==> config.mk <==
export PLATFORM = sky130hd
export DESIGN_NAME = swcc_top
export DESIGN_NICKNAME = d
export VERILOG_FILES = /design/src/hdl/swcc_pkg.sv /design/src/hdl/swcc_top.sv /design/src/hdl/swcc_sync.sv /design/src/hdl/swcc_delay.sv
export VERILOG_INCLUDE_DIRS = /design/src /design/src/hdl
export SDC_FILE = /design/constraint.sdc
export NUM_CORES = 1
export LEC_CHECK = 0
export BUFFER_PORTS_ARGS = -buffer_cell sky130_fd_sc_hd__buf_4
export CAP_MARGIN = 20
export CORE_MARGIN = 4
export CORE_UTILIZATION = 35
export CTS_CLUSTER_SIZE = 12
export DETAILED_ROUTE_END_ITERATION = 6
export PLACE_DENSITY = 0.65
export SYNTH_ARGS = -nofsm -noshare
export SYNTH_HDL_FRONTEND = slang
export SYNTH_HIERARCHICAL = 1
export SYNTH_SLANG_ARGS = --single-unit
==> constraint.sdc <==
create_clock -name aclk -period 2.6 [get_ports aclk]
set_input_delay 0.13 -clock aclk [delete_from_list [all_inputs] [get_ports aclk]]
set_output_delay 0.13 -clock aclk [all_outputs]
set_load 0.05 [all_outputs]
==> src/hdl/swcc_cfg.svh <==
/*
 * Offsets, field positions, reset values and timing counts of the
 * sleep and wake clock control block.
 * Assumes a 125 MHz aclk and a 32-bit AXI4-Lite register bus.
 */
// Summary of operation
// - Normal-mode sleep with only low-speed oscillator: economy mode after 1 ms, flag set
// - Any other source running at sleep entry keeps the device out of economy mode
// - Reconfig set: wake-up clears enables of all sources but the system source and those marked keep-running
// - Sources marked keep-running-in-sleep keep their enable value unchanged after wake-up
// - Wake-up select loads system clock select; ignored while reconfig is 0
// - NMI ends halt or sleep, whatever its source
// - Fast-oscillator settling wait field resets to zero
// - Watchdog overflow raises a system reset request and sets status flag 2 whenever ce is high, an interrupt when unmasked
`ifndef SWCC_CFG_SVH
`define SWCC_CFG_SVH
`define SWCC_OFF_SCLK 8'h00
`define SWCC_OFF_OSC 8'h04
`define SWCC_OFF_STAT 8'h08
`define SWCC_OFF_MASK 8'h0c
`define SWCC_OFF_MODE 8'h10
`define SWCC_SEL_LSB 0
`define SWCC_DIV_LSB 4
`define SWCC_WSEL_LSB 8
`define SWCC_WDIV_LSB 12
`define SWCC_RECONF_BIT 15
`define SWCC_EN_LSB 0
`define SWCC_KEEP_LSB 8
`define SWCC_SETTLE_LSB 16
`define SWCC_SEL_RESET 2'h0
`define SWCC_DIV_RESET 2'h0
`define SWCC_EN_RESET 4'h1
`define SWCC_SETTLE_RESET 3'h0
`define SWCC_LOW_ONLY 4'h2
`define SWCC_ECO_DELAY_NS 1000000
`define SWCC_CLK_PERIOD_NS 8
`define SWCC_ECO_DELAY_CYC ((`SWCC_ECO_DELAY_NS + `SWCC_CLK_PERIOD_NS - 1) / `SWCC_CLK_PERIOD_NS)
`endif

==> src/hdl/swcc_pkg.sv <==
/*
 * Types shared by the sleep and wake clock control files.
 * Assumes nothing beyond a SystemVerilog compiler.
 */
package swcc_pkg;
    typedef enum logic [2:0] {SWCC_RUN, SWCC_HALT, SWCC_SLEEP, SWCC_ECON, SWCC_WAKE} swcc_state_type;
    typedef logic [3:0] swcc_src_mask_type;

    // Select codes 0..3 map onto enable bits 0..3
    function automatic swcc_src_mask_type swcc_src_bit(input logic [1:0] sel);
        swcc_src_bit = 4'h1 << sel;
    endfunction : swcc_src_bit
endpackage : swcc_pkg

==> src/hdl/swcc_top.sv <==
/*
 * Sleep entry and wake-up clock control with an AXI4-Lite register slave.
 * Assumes sleep_req, halt_req and wdt_overflow are one-cycle aclk pulses from the core
 * and wake_irq an aclk-domain level; nmi_pin is asynchronous and is synchronised here.
 */
`timescale 1ns/1ns
`include "swcc_cfg.svh"
module swcc_top #(
    parameter int ECO_DELAY_CYCLES = `SWCC_ECO_DELAY_CYC
) (
    input wire logic aclk,
    input wire logic aresetn,
    input wire logic ce,
    input wire logic [7:0] s_axi_awaddr,
    input wire logic s_axi_awvalid,
    output logic s_axi_awready,
    input wire logic [31:0] s_axi_wdata,
    input wire logic [3:0] s_axi_wstrb,
    input wire logic s_axi_wvalid,
    output logic s_axi_wready,
    output logic [1:0] s_axi_bresp,
    output logic s_axi_bvalid,
    input wire logic s_axi_bready,
    input wire logic [7:0] s_axi_araddr,
    input wire logic s_axi_arvalid,
    output logic s_axi_arready,
    output logic [31:0] s_axi_rdata,
    output logic [1:0] s_axi_rresp,
    output logic s_axi_rvalid,
    input wire logic s_axi_rready,
    input wire logic sleep_req,
    input wire logic halt_req,
    input wire logic wake_irq,
    input wire logic nmi_pin,
    input wire logic wdt_overflow,
    output logic cpu_run,
    output logic low_power,
    output logic economy_mode,
    output logic [1:0] system_clock_select,
    output logic [1:0] system_clock_divider,
    output logic internal_osc_enable,
    output logic low_speed_osc_enable,
    output logic fast_osc_enable,
    output logic external_clock_enable,
    output logic [2:0] fast_osc_settle_wait,
    output logic sys_reset_req,
    output logic irq
);
    swcc_pkg::swcc_state_type state_reg;
    logic [1:0] wup_sel_reg;
    logic [1:0] wup_div_reg;
    logic reconfig_reg;
    swcc_pkg::swcc_src_mask_type osc_en_reg;
    swcc_pkg::swcc_src_mask_type keep_reg;
    logic [2:0] settle_reg;
    logic [2:0] status_reg;
    logic [2:0] mask_reg;
    logic [2:0] event_set;
    logic eco_ok_reg;
    logic nmi_sync;
    logic delay_done;
    logic wake_any;
    logic aw_hold_reg;
    logic w_hold_reg;
    logic [7:0] awaddr_reg;
    logic [31:0] wdata_reg;
    logic [3:0] wstrb_reg;
    logic wr_fire;
    logic [31:0] sclk_word;
    logic [31:0] osc_word;
    logic [31:0] wr_word;
    logic [31:0] rd_word;
    logic rd_ok;

    function automatic logic [31:0] swcc_merge(input logic [31:0] old_w,
                                               input logic [31:0] new_w,
                                               input logic [3:0] strb);
        logic [31:0] res;
        res = old_w;
        for (int i = 0; i < 4; i++) begin
            if (strb[i]) begin
                res[i*8 +: 8] = new_w[i*8 +: 8];
            end
        end
        swcc_merge = res;
    endfunction : swcc_merge

    swcc_sync #(.W(1)) u_nmi_sync (
        .aclk(aclk),
        .aresetn(aresetn),
        .ce(ce),
        .async_in(nmi_pin),
        .sync_out(nmi_sync)
    );

    // Delay restarts on every sleep entry and is dropped on leaving sleep
    swcc_delay #(.CYCLES(ECO_DELAY_CYCLES), .W(32)) u_eco_delay (
        .aclk(aclk),
        .aresetn(aresetn),
        .ce(ce),
        .start(state_reg == swcc_pkg::SWCC_RUN && sleep_req),
        .clear(state_reg != swcc_pkg::SWCC_SLEEP && state_reg != swcc_pkg::SWCC_RUN),
        .done(delay_done)
    );

    assign wake_any = nmi_sync || wake_irq;
    assign cpu_run = state_reg == swcc_pkg::SWCC_RUN;
    assign economy_mode = state_reg == swcc_pkg::SWCC_ECON;
    assign low_power = state_reg == swcc_pkg::SWCC_HALT || state_reg == swcc_pkg::SWCC_SLEEP
                       || economy_mode;
    assign internal_osc_enable = osc_en_reg[0];
    assign low_speed_osc_enable = osc_en_reg[1];
    assign fast_osc_enable = osc_en_reg[2];
    assign external_clock_enable = osc_en_reg[3];
    assign fast_osc_settle_wait = settle_reg;
    assign irq = |(status_reg & mask_reg);

    // Power-mode sequence
    always_ff @(posedge aclk) begin
        if (!aresetn) begin
            state_reg <= swcc_pkg::SWCC_RUN;
            eco_ok_reg <= 1'b0;
        end else if (ce) begin
            case (state_reg)
                swcc_pkg::SWCC_RUN: begin
                    if (sleep_req) begin
                        state_reg <= swcc_pkg::SWCC_SLEEP;
                        eco_ok_reg <= osc_en_reg == `SWCC_LOW_ONLY;
                    end else if (halt_req) begin
                        state_reg <= swcc_pkg::SWCC_HALT;
                    end
                end
                swcc_pkg::SWCC_HALT: begin
                    if (wake_any) begin
                        state_reg <= swcc_pkg::SWCC_RUN;
                    end
                end
                swcc_pkg::SWCC_SLEEP: begin
                    if (wake_any) begin
                        state_reg <= swcc_pkg::SWCC_WAKE;
                    end else if (delay_done && eco_ok_reg) begin
                        state_reg <= swcc_pkg::SWCC_ECON;
                    end
                end
                swcc_pkg::SWCC_ECON: begin
                    if (wake_any) begin
                        state_reg <= swcc_pkg::SWCC_WAKE;
                    end
                end
                // Clock selections load on the edge that leaves this state, the same edge that resumes fetch
                swcc_pkg::SWCC_WAKE: state_reg <= swcc_pkg::SWCC_RUN;
                default: state_reg <= swcc_pkg::SWCC_RUN;
            endcase
        end
    end

    // AXI4-Lite write path: address and data taken in either order
    assign s_axi_awready = !aw_hold_reg && !s_axi_bvalid;
    assign s_axi_wready = !w_hold_reg && !s_axi_bvalid;
    assign wr_fire = aw_hold_reg && w_hold_reg && !s_axi_bvalid;

    always_ff @(posedge aclk) begin
        if (!aresetn) begin
            aw_hold_reg <= 1'b0;
            w_hold_reg <= 1'b0;
            awaddr_reg <= 8'h00;
            wdata_reg <= 32'h0000_0000;
            wstrb_reg <= 4'h0;
            s_axi_bvalid <= 1'b0;
            s_axi_bresp <= 2'h0;
        end else if (ce) begin
            if (s_axi_awvalid && s_axi_awready) begin
                aw_hold_reg <= 1'b1;
                awaddr_reg <= s_axi_awaddr;
            end
            if (s_axi_wvalid && s_axi_wready) begin
                w_hold_reg <= 1'b1;
                wdata_reg <= s_axi_wdata;
                wstrb_reg <= s_axi_wstrb;
            end
            if (wr_fire) begin
                aw_hold_reg <= 1'b0;
                w_hold_reg <= 1'b0;
                s_axi_bvalid <= 1'b1;
                s_axi_bresp <= (awaddr_reg == `SWCC_OFF_MODE
                                || awaddr_reg > `SWCC_OFF_MODE) ? 2'h2 : 2'h0;
            end else if (s_axi_bready) begin
                s_axi_bvalid <= 1'b0;
            end
        end
    end

    assign sclk_word = {16'h0000, reconfig_reg, 1'b0, wup_div_reg, 2'h0, wup_sel_reg,
                        2'h0, system_clock_divider, 2'h0, system_clock_select};
    assign osc_word = {13'h0000, settle_reg, 4'h0, keep_reg, 4'h0, osc_en_reg};

    always_comb begin
        wr_word = 32'h0000_0000;
        if (awaddr_reg == `SWCC_OFF_SCLK) begin
            wr_word = swcc_merge(sclk_word, wdata_reg, wstrb_reg);
        end else if (awaddr_reg == `SWCC_OFF_OSC) begin
            wr_word = swcc_merge(osc_word, wdata_reg, wstrb_reg);
        end else if (awaddr_reg == `SWCC_OFF_STAT) begin
            wr_word = swcc_merge(32'h0000_0000, wdata_reg, wstrb_reg);
        end else begin
            wr_word = swcc_merge({29'h0, mask_reg}, wdata_reg, wstrb_reg);
        end
    end

    // System clock select and divider, reloaded at wake-up
    always_ff @(posedge aclk) begin
        if (!aresetn) begin
            system_clock_select <= `SWCC_SEL_RESET;
            system_clock_divider <= `SWCC_DIV_RESET;
            wup_sel_reg <= `SWCC_SEL_RESET;
            wup_div_reg <= `SWCC_DIV_RESET;
            reconfig_reg <= 1'b0;
        end else if (ce) begin
            if (state_reg == swcc_pkg::SWCC_WAKE && reconfig_reg) begin
                system_clock_select <= wup_sel_reg;
                system_clock_divider <= wup_div_reg;
            end else if (wr_fire && awaddr_reg == `SWCC_OFF_SCLK) begin
                system_clock_select <= wr_word[`SWCC_SEL_LSB +: 2];
                system_clock_divider <= wr_word[`SWCC_DIV_LSB +: 2];
            end
            if (wr_fire && awaddr_reg == `SWCC_OFF_SCLK) begin
                wup_sel_reg <= wr_word[`SWCC_WSEL_LSB +: 2];
                wup_div_reg <= wr_word[`SWCC_WDIV_LSB +: 2];
                reconfig_reg <= wr_word[`SWCC_RECONF_BIT];
            end
        end
    end

    // Oscillator enables; software must keep the wake-up source enabled
    always_ff @(posedge aclk) begin
        if (!aresetn) begin
            osc_en_reg <= `SWCC_EN_RESET;
            keep_reg <= 4'h0;
            settle_reg <= `SWCC_SETTLE_RESET;
        end else if (ce) begin
            if (state_reg == swcc_pkg::SWCC_WAKE && reconfig_reg) begin
                osc_en_reg <= osc_en_reg & (swcc_pkg::swcc_src_bit(wup_sel_reg) | keep_reg);
            end else if (wr_fire && awaddr_reg == `SWCC_OFF_OSC) begin
                osc_en_reg <= wr_word[`SWCC_EN_LSB +: 4];
            end
            if (wr_fire && awaddr_reg == `SWCC_OFF_OSC) begin
                keep_reg <= wr_word[`SWCC_KEEP_LSB +: 4];
                settle_reg <= wr_word[`SWCC_SETTLE_LSB +: 3];
            end
        end
    end

    // Sticky events: economy reached, wake-up done, watchdog overflow
    assign event_set = {wdt_overflow,
                        state_reg == swcc_pkg::SWCC_WAKE,
                        state_reg == swcc_pkg::SWCC_SLEEP && !wake_any && delay_done && eco_ok_reg};

    always_ff @(posedge aclk) begin
        if (!aresetn) begin
            status_reg <= 3'h0;
            mask_reg <= 3'h0;
        end else if (ce) begin
            // A set in the clearing cycle wins, so no event is lost
            if (wr_fire && awaddr_reg == `SWCC_OFF_STAT) begin
                status_reg <= (status_reg & ~wr_word[2:0]) | event_set;
            end else begin
                status_reg <= status_reg | event_set;
            end
            if (wr_fire && awaddr_reg == `SWCC_OFF_MASK) begin
                mask_reg <= wr_word[2:0];
            end
        end
    end

    // Watchdog overflow is a reset whenever ce is high, never a maskable choice
    always_ff @(posedge aclk) begin
        if (!aresetn) begin
            sys_reset_req <= 1'b0;
        end else if (ce) begin
            sys_reset_req <= wdt_overflow;
        end
    end

    // AXI4-Lite read path
    always_comb begin
        rd_ok = 1'b1;
        if (s_axi_araddr == `SWCC_OFF_SCLK) begin
            rd_word = sclk_word;
        end else if (s_axi_araddr == `SWCC_OFF_OSC) begin
            rd_word = osc_word;
        end else if (s_axi_araddr == `SWCC_OFF_STAT) begin
            rd_word = {29'h0, status_reg};
        end else if (s_axi_araddr == `SWCC_OFF_MASK) begin
            rd_word = {29'h0, mask_reg};
        end else if (s_axi_araddr == `SWCC_OFF_MODE) begin
            rd_word = {29'h0, state_reg == swcc_pkg::SWCC_HALT, low_power, economy_mode};
        end else begin
            rd_word = 32'h0000_0000;
            rd_ok = 1'b0;
        end
    end

    assign s_axi_arready = !s_axi_rvalid;

    always_ff @(posedge aclk) begin
        if (!aresetn) begin
            s_axi_rvalid <= 1'b0;
            s_axi_rdata <= 32'h0000_0000;
            s_axi_rresp <= 2'h0;
        end else if (ce) begin
            if (s_axi_arvalid && s_axi_arready) begin
                s_axi_rvalid <= 1'b1;
                s_axi_rdata <= rd_word;
                s_axi_rresp <= rd_ok ? 2'h0 : 2'h2;
            end else if (s_axi_rready) begin
                s_axi_rvalid <= 1'b0;
            end
        end
    end
endmodule : swcc_top

==> src/hdl/swcc_sync.sv <==
/*
 * Three-stage input synchroniser with agreement filter.
 * Assumes the input is asynchronous to aclk.
 */
`timescale 1ns/1ns
module swcc_sync #(
    parameter int W = 1
) (
    input wire logic aclk,
    input wire logic aresetn,
    input wire logic ce,
    input wire logic [W-1:0] async_in,
    output logic [W-1:0] sync_out
);
    logic [W-1:0] s1_reg;
    logic [W-1:0] s2_reg;
    logic [W-1:0] s3_reg;

    always_ff @(posedge aclk) begin
        if (!aresetn) begin
            s1_reg <= '0;
            s2_reg <= '0;
            s3_reg <= '0;
            sync_out <= '0;
        end else if (ce) begin
            s1_reg <= async_in;
            s2_reg <= s1_reg;
            s3_reg <= s2_reg;
            // A change counts only once the last two stages agree
            if (s2_reg == s3_reg) begin
                sync_out <= s3_reg;
            end
        end
    end
endmodule : swcc_sync

==> src/hdl/swcc_delay.sv <==
/*
 * One-shot delay counter: done rises CYCLES enabled clocks after start.
 * Assumes start and clear come from aclk-domain logic.
 */
`timescale 1ns/1ns
module swcc_delay #(
    parameter int CYCLES = 125000,
    parameter int W = 17
) (
    input wire logic aclk,
    input wire logic aresetn,
    input wire logic ce,
    input wire logic start,
    input wire logic clear,
    output logic done
);
    logic [W-1:0] cnt_reg;
    logic run_reg;

    always_ff @(posedge aclk) begin
        if (!aresetn) begin
            cnt_reg <= '0;
            run_reg <= 1'b0;
            done <= 1'b0;
        end else if (ce) begin
            if (clear) begin
                run_reg <= 1'b0;
                done <= 1'b0;
            end else if (start) begin
                cnt_reg <= W'(CYCLES - 1);
                run_reg <= 1'b1;
                done <= 1'b0;
            end else if (run_reg) begin
                if (cnt_reg == '0) begin
                    run_reg <= 1'b0;
                    done <= 1'b1;
                end else begin
                    cnt_reg <= cnt_reg - 1'b1;
                end
            end
        end
    end
endmodule : swcc_delay

# Word-level counts from Yosys, hierarchy flattened
# Cells that the tools add are included.
classes:
  add_sub_neg: 1
  magnitude_cmp: 1
  n_eq_ne: 25
  shift: 1
  n_mux: 57
  bitwise: 8
  reduce_logical: 65
ops:
  columns: ["op", "n"]
  rows:
  - ["two-way mux 32 bit", 3]
  - ["two-way mux 19 bit", 4]
  - ["two-way mux 8 bit", 8]
  - ["two-way mux 3 bit", 12]
  - ["equality test 8 x 4 -> 1 bit (second input constant)", 4]
  - ["zero test 32 bit", 1]
  - ["subtractor 32 x 1 -> 32 bit (second input constant)", 1]
  - ["AND reduction 2 bit", 14]
  - ["two-way mux 1 bit", 21]
  - ["AND reduction 3 bit", 7]
  - ["logical AND 1 bit", 18]
  - ["equality test 8 x 3 -> 1 bit (second input constant)", 2]
  - ["equality test 8 x 5 -> 1 bit (second input constant)", 2]
  - ["zero test 8 bit", 2]
  - ["nonzero test 2 bit", 7]
  - ["two-way mux 2 bit", 6]
  - ["inequality test 3 bit (second input constant)", 4]
  - ["one-hot mux 3 bit (4 select lines)", 1]
  - ["nonzero test 3 bit", 3]
  - ["> comparator 8 x 5 -> 1 bit (second input constant)", 1]
  - ["two-way mux 4 bit", 2]
  - ["AND 3 bit", 2]
  - ["equality test 3 x 2 -> 1 bit (second input constant)", 2]
  - ["inequality test 3 x 2 -> 1 bit (second input constant)", 2]
  - ["other kinds (19)", 29]
word_totals:
  register_bits: 140
  inputBits: 65
  output_inout_bits: 57
  word_cells: 190

# Logic depth before layout (Yosys ltp)
logic_depth:
  ltp_word: 8
  mapped_depth: 10
  depth_no_buf: 7

# By module
# Netlist, hierarchy kept.
by_module_without_submodules:
  columns: ["mod", "instances", "cells_each", "area_each_um2"]
  rows:
  - ["swcc_top", 1, 467, 3802.4]
  - ["swcc_delay", 1, 226, 1810.5]
  - ["swcc_sync", 1, 14, 158.9]

# Least setup slack after synthesis
# No wires, ideal clock.
synth_path:
  path_type: "reg-to-reg"
  start: "register state_reg[0]"
  end: "register u_eco_delay.cnt_reg[19]"
  setup_ns: 0.072
  arrival_ns: 3.187
  required_time_ns: 2.528
  path_slack_ns: -0.659
  path_stages_with_launch: 10
  period_less_slack_ns: 3.259
  cell_sequence: "dfxtp_1 -> clkbuf_1 -> nor3_1 -> and2_1 -> nand3b_1 -> nand2_1 -> or4b_1 -> buf_2 -> nor4_1 -> mux2i_1"
synth_via:
  elab_chain_cells: 4
  word_cells_on_any_way: 10
  classes_between: "2 x eq/ne; 1 x mux; 1 x bitwise; 6 x reduce/logical"
synth_lines:
  columns: ["item", "line", "source"]
  rows:
  - ["from (decl)", "swcc_top.sv:49", "swcc_pkg::swcc_state_type state_reg;"]
  - ["from (signal assigned)", "swcc_top.sv:121", "state_reg <= swcc_pkg::SWCC_RUN;"]
  - ["from (signal assigned)", "swcc_top.sv:127", "state_reg <= swcc_pkg::SWCC_SLEEP;"]
  - ["from (signal assigned)", "swcc_top.sv:130", "state_reg <= swcc_pkg::SWCC_HALT;"]
  - ["zero test 3 bit *", null, null]
  - ["net cpu_run", "swcc_top.sv:36", "output logic cpu_run,"]
  - ["logical AND 1 bit *", "swcc_top.sv:101", ".start(state_reg == swcc_pkg::SWCC_RUN && sleep_req),"]
  - ["inequality test 2 x 1 -> 1 bit (no line) / nonzero test 2 bit (equally long branches)", null, null]
  - ["AND reduction 4 bit (no line)", null, null]
  - ["to (signal assigned)", "swcc_delay.sv:30", "cnt_reg <= W'(CYCLES - 1);"]
  - ["to (signal assigned)", "swcc_delay.sv:38", "cnt_reg <= cnt_reg - 1'b1;"]
  - ["to (decl)", "swcc_delay.sv:17", "logic [W-1:0] cnt_reg;"]
# Mark *: on every way through the listed nets, which the timed path passes. The rest lies on a longest branch.
# A chain may end at the register's enable or synchronous reset.

# Worst setup path after layout
layout_path:
  start: "register u_eco_delay.cnt_reg[3]"
  end: "register u_eco_delay.cnt_reg[25]"
layout_via:
  elab_chain_cells: 4
  word_cells_on_any_way: 7
  classes_between: "1 x add/sub; 1 x eq/ne; 3 x mux; 2 x reduce/logical"
layout_lines:
  columns: ["item", "line", "source"]
  rows:
  - ["subtractor 32 x 1 -> 32 bit", "swcc_delay.sv:38", null]
  - ["two-way mux 32 bit", "swcc_delay.sv:34", "if (cnt_reg == '0) begin"]
  - ["two-way mux 32 bit", "swcc_delay.sv:33", "end else if (run_reg) begin"]
  - ["two-way mux 32 bit", "swcc_delay.sv:29", "end else if (start) begin"]
# Parallel ways exist; a longest one is shown, timed or not. The select of a mux whose other input is x is not followed.

==> summary.md <==
| Metric | Value |
|---|---|
| Largest area contributor in the netlist | dfxtp_1 |
| Crit path required time | 2.94 ns |
| Power share of the clock group | 42.6% |
| Area growth from synthesis to layout | 31.43% |
| Via count | 5491 |
| Worst stage delay on the critical path | 0.58 ns |
| Headroom to the max-slew limit | 50.34% |
| FF+latch count, synth | 118 |
| Drt total wl | 15.93 mm |
| Final Cycle Share | 92.92% |
| Core area | 0.01600 sq mm |
| Psw | ~1.7 mW |
| Area contributors post-synth | dfxtp_1 41%, nand2_1 6.8%, a21oi_1 5.4% |
| TritonCTS Sinks | 118 |
| Setup violators final | 0 |
| Crit path from | u_eco_delay/cnt_reg[3] |
| Worst R2R End | u_eco_delay/cnt_reg[25] |
| Clock latency on the worst-skew pair | 0.42 ns |
| Commonest non-fill, non-tap cell in the layout | buf_4 |
| Synth Cell Area | roughly 0.0058 sq mm |
| Flop pwr share | 37.0% |
| Family with the most delay on the worst path | simple AND/OR/NAND/NOR gates |
| Max Fclk | 413.9 MHz |
| Minimum clock period | 2.416 ns |
| Final net count | 894 |
| Unique masters post-synth | 65 |
| Max-cap violations | 0 |
| R2R Setup Slk | around 0.18 ns |
| Worst endpoint data arrival time | 2.76 ns |
| Worst Reg-to-Reg Cells | 5 |
| Cell Rows | 46 |
| Worst-path clk slew | 0.06 ns |
| Run status | completed |
| CTS tree | yes |
| Internal Power | roughly 3.6 mW |
| Final Max Slew Viols | 0 |
| DRT Pass-1 Iters | 5 |
| Largest net degree at the start of global routing | between 60 and 70 |
| Layout cells sized above 1 | 21.76% |
| Post-synth EDFFs | 0 |
| Die W | 136.4 um |
| Clock Skew | 0.01138 ns |
| Commonest non-fill, non-tap cells in the layout | 119 x buf_4, 118 x dfxtp_1, 104 x nand2_1, 62 x a21oi_1, 45 x nor2_1 |
| PD cells | approximately 700 mW/mm^2 |
| CP endpoint kind | flop |
| Static Leak | ~3 nW |
| DP Wirelength | 11.08 mm |
| FILL cells | about 1600 |
| Reg2Reg Launch Point | u_eco_delay/cnt_reg[3] |
| Bufs and invs on worst path | 0 |
| Final worst setup slack | roughly 0.18 ns |
| Post-route insts no fill | 1057 |
| Worst path cell trace | or3_1 -> or4_4 -> or4b_4 -> nor4_1 -> mux2i_1 |
| Startpoint type of the worst setup path | flop |
| Avg Cell Area, Syn | 8.164 sq um |
| Grt total ovfl | 0 |
| Initial drt markers | 308 |
| Gpl congestion | 0.8377 |
| Max reg flops | 32 |
| DR WL/cell | 15.07 um |
| Mapped Cells | 707 |
| Cells after DPL | 995 |
| Vias in the first global route | 5059 |
| Crit Path Category | flop to flop |
| DRC Markers | 0 |
| Max clock buf depth | 2 |
| Worst setup path endpoint | u_eco_delay/cnt_reg[25] |
| Place WS | around 0.075 ns |
| Detail-routed via count per cell | 5.195 |
| Ports | 122 |
| Final hold viol count | 0 |
| HP Class | primary input to flop |
| Post-synth top area share | around 41% |
| Peak supply drop | 0.4869 mV |
| Synth warn | 6 |
| Total track usage | 17.29% |
| H-tree levels | 4 |
| Unrepaired setup endpoints after global routing | false |
| Routed Antenna Nets | 0 |
| Setup_tns | 0 ns |
| Initial antenna violation count | 0 |
| CP Max Fanout | 9 |
| Initial Util | 36.07% |
| Die ar. | about 0.019 sq mm |
| Combinational fraction of design power | 20.3% |
| Global-route wire length before repair | 25.45 mm |
| Async SR Flop Fraction | 0% |
| Tightest Pin Transition | between 0.7 and 0.8 ns |
| WP depth | 5 |
| Register area share after synthesis | a little over 40% |
| Chip Height | 136.4 um |
| Num CTS Buffers | 17 |
| Critical Path Slowest Stage Cell | or4_4 |
| # diodes | 0 |
| Top FF cell, synth | dfxtp_1 |
| Switching share of power | approximately a third |
| Worst Hold Margin | 0.05935 ns |
| Port-buffer cells | 86 |
| Root buffer cell | clkbuf_16 |
power groups by stage:
stage | logic, mW | registers [mW] | clock network (mW)
final | 1.08 | 1.97 | 2.27
after global routing | 1.19 | 1.98 | 2.39
after CTS | 1.08 | 1.97 | 2.32
after detailed placement | 1.03 | 2.01 | 0
after global placement | 1.03 | 2.01 | 0
after floorplan | 0.735 | 1.99 | 0
per-layer routing:
layer	GRT usage [%]	wire, um
met1	22.01	7090
met2	28.95	7901
met3	4.071	734
met4	5.487	204
met5	0	0
cell usage after synthesis (6+ instances only):
cell type / number
nand2_1: 104
clkbuf_1: 37
a21oi_1: 62
or3_1: 27
nand4_1: 10
o21ai_0: 21
nand3_1: 30
o31ai_1: 6
nor4_1: 8
buf_2: 8
inv_1: 15
buf_4: 18
a31oi_1: 11
o21ai_1: 7
dfxtp_1: 118
a22oi_1: 9
or4_1: 16
mux2i_1: 27
nor3_1: 20
nor2_1: 45
nor2b_1: 7
cell families after synthesis:
group | count (synthesis) | share of synthesized area (%)
simple gates | 315 | 28.92
compound gates | 160 | 17.54
flops | 118 | 40.93
buf+inv | 81 | 6.872
mux | 31 | 5.463
fa+ha+maj | 1 | 0.2167
other cells | 1 | 0.06497
stage by stage:
step	cell area [sq um]	total power, mW	util, %
after global placement	6706	3.033	41.91
final	7586	5.323	47.41
after floorplan	5847	2.730	-
after CTS	7582	5.370	47.39
after global routing	7586	5.572	47.41
after detailed placement	6706	3.043	41.91
layout make-up:
| type | instances | area (sq um) | share of cell area, % |
|---|---|---|---|
| Clock buffer | 17 | 425.4 | 5.608 |
| Clock inverter | 15 | 150.1 | 1.979 |
| Inverter | 16 | 60.06 | 0.7917 |
| Multi-Input combinational cell | 525 | 3104 | 40.92 |
| Sequential cell | 118 | 2362 | 31.14 |
| Tap cell | 216 | 270.3 | 3.563 |
| Timing Repair Buffer | 150 | 1214 | 16.00 |
worst min path at each step:
stage	from	endpoint	slack [ns]	cells after the start
floorplan	aresetn	u_nmi_sync/s3_reg	0.26	1
global route	s_axi_rready	s_axi_rvalid	0.06	4
detailed placement	s_axi_awaddr[6]	awaddr_reg[6]	0.37	3
finish	s_axi_rready	s_axi_rvalid	0.06	4
CTS	s_axi_rready	s_axi_rvalid	0.04	4
global placement	s_axi_awaddr[1]	awaddr_reg[1]	0.37	3
timing repair:
| item | 4_1_cts | 5_1_grt |
|---|---|---|
| hold endpoints to repair | 30 | 0 |
| setup buffers | 0 | 0 |
| setup endpoints to repair | 0 | 7 |
| hold buffers | 30 | 0 |
| resized for setup | 0 | 1 |
worst register-to-register path, stage by stage (launching register included):
cell and delay (ns):
dfxtp_1 0.33, or3_1 0.38, or4_4 0.58, or4b_4 0.57, nor4_1 0.25, mux2i_1 0.23
(Power assumes the default switching activity.)
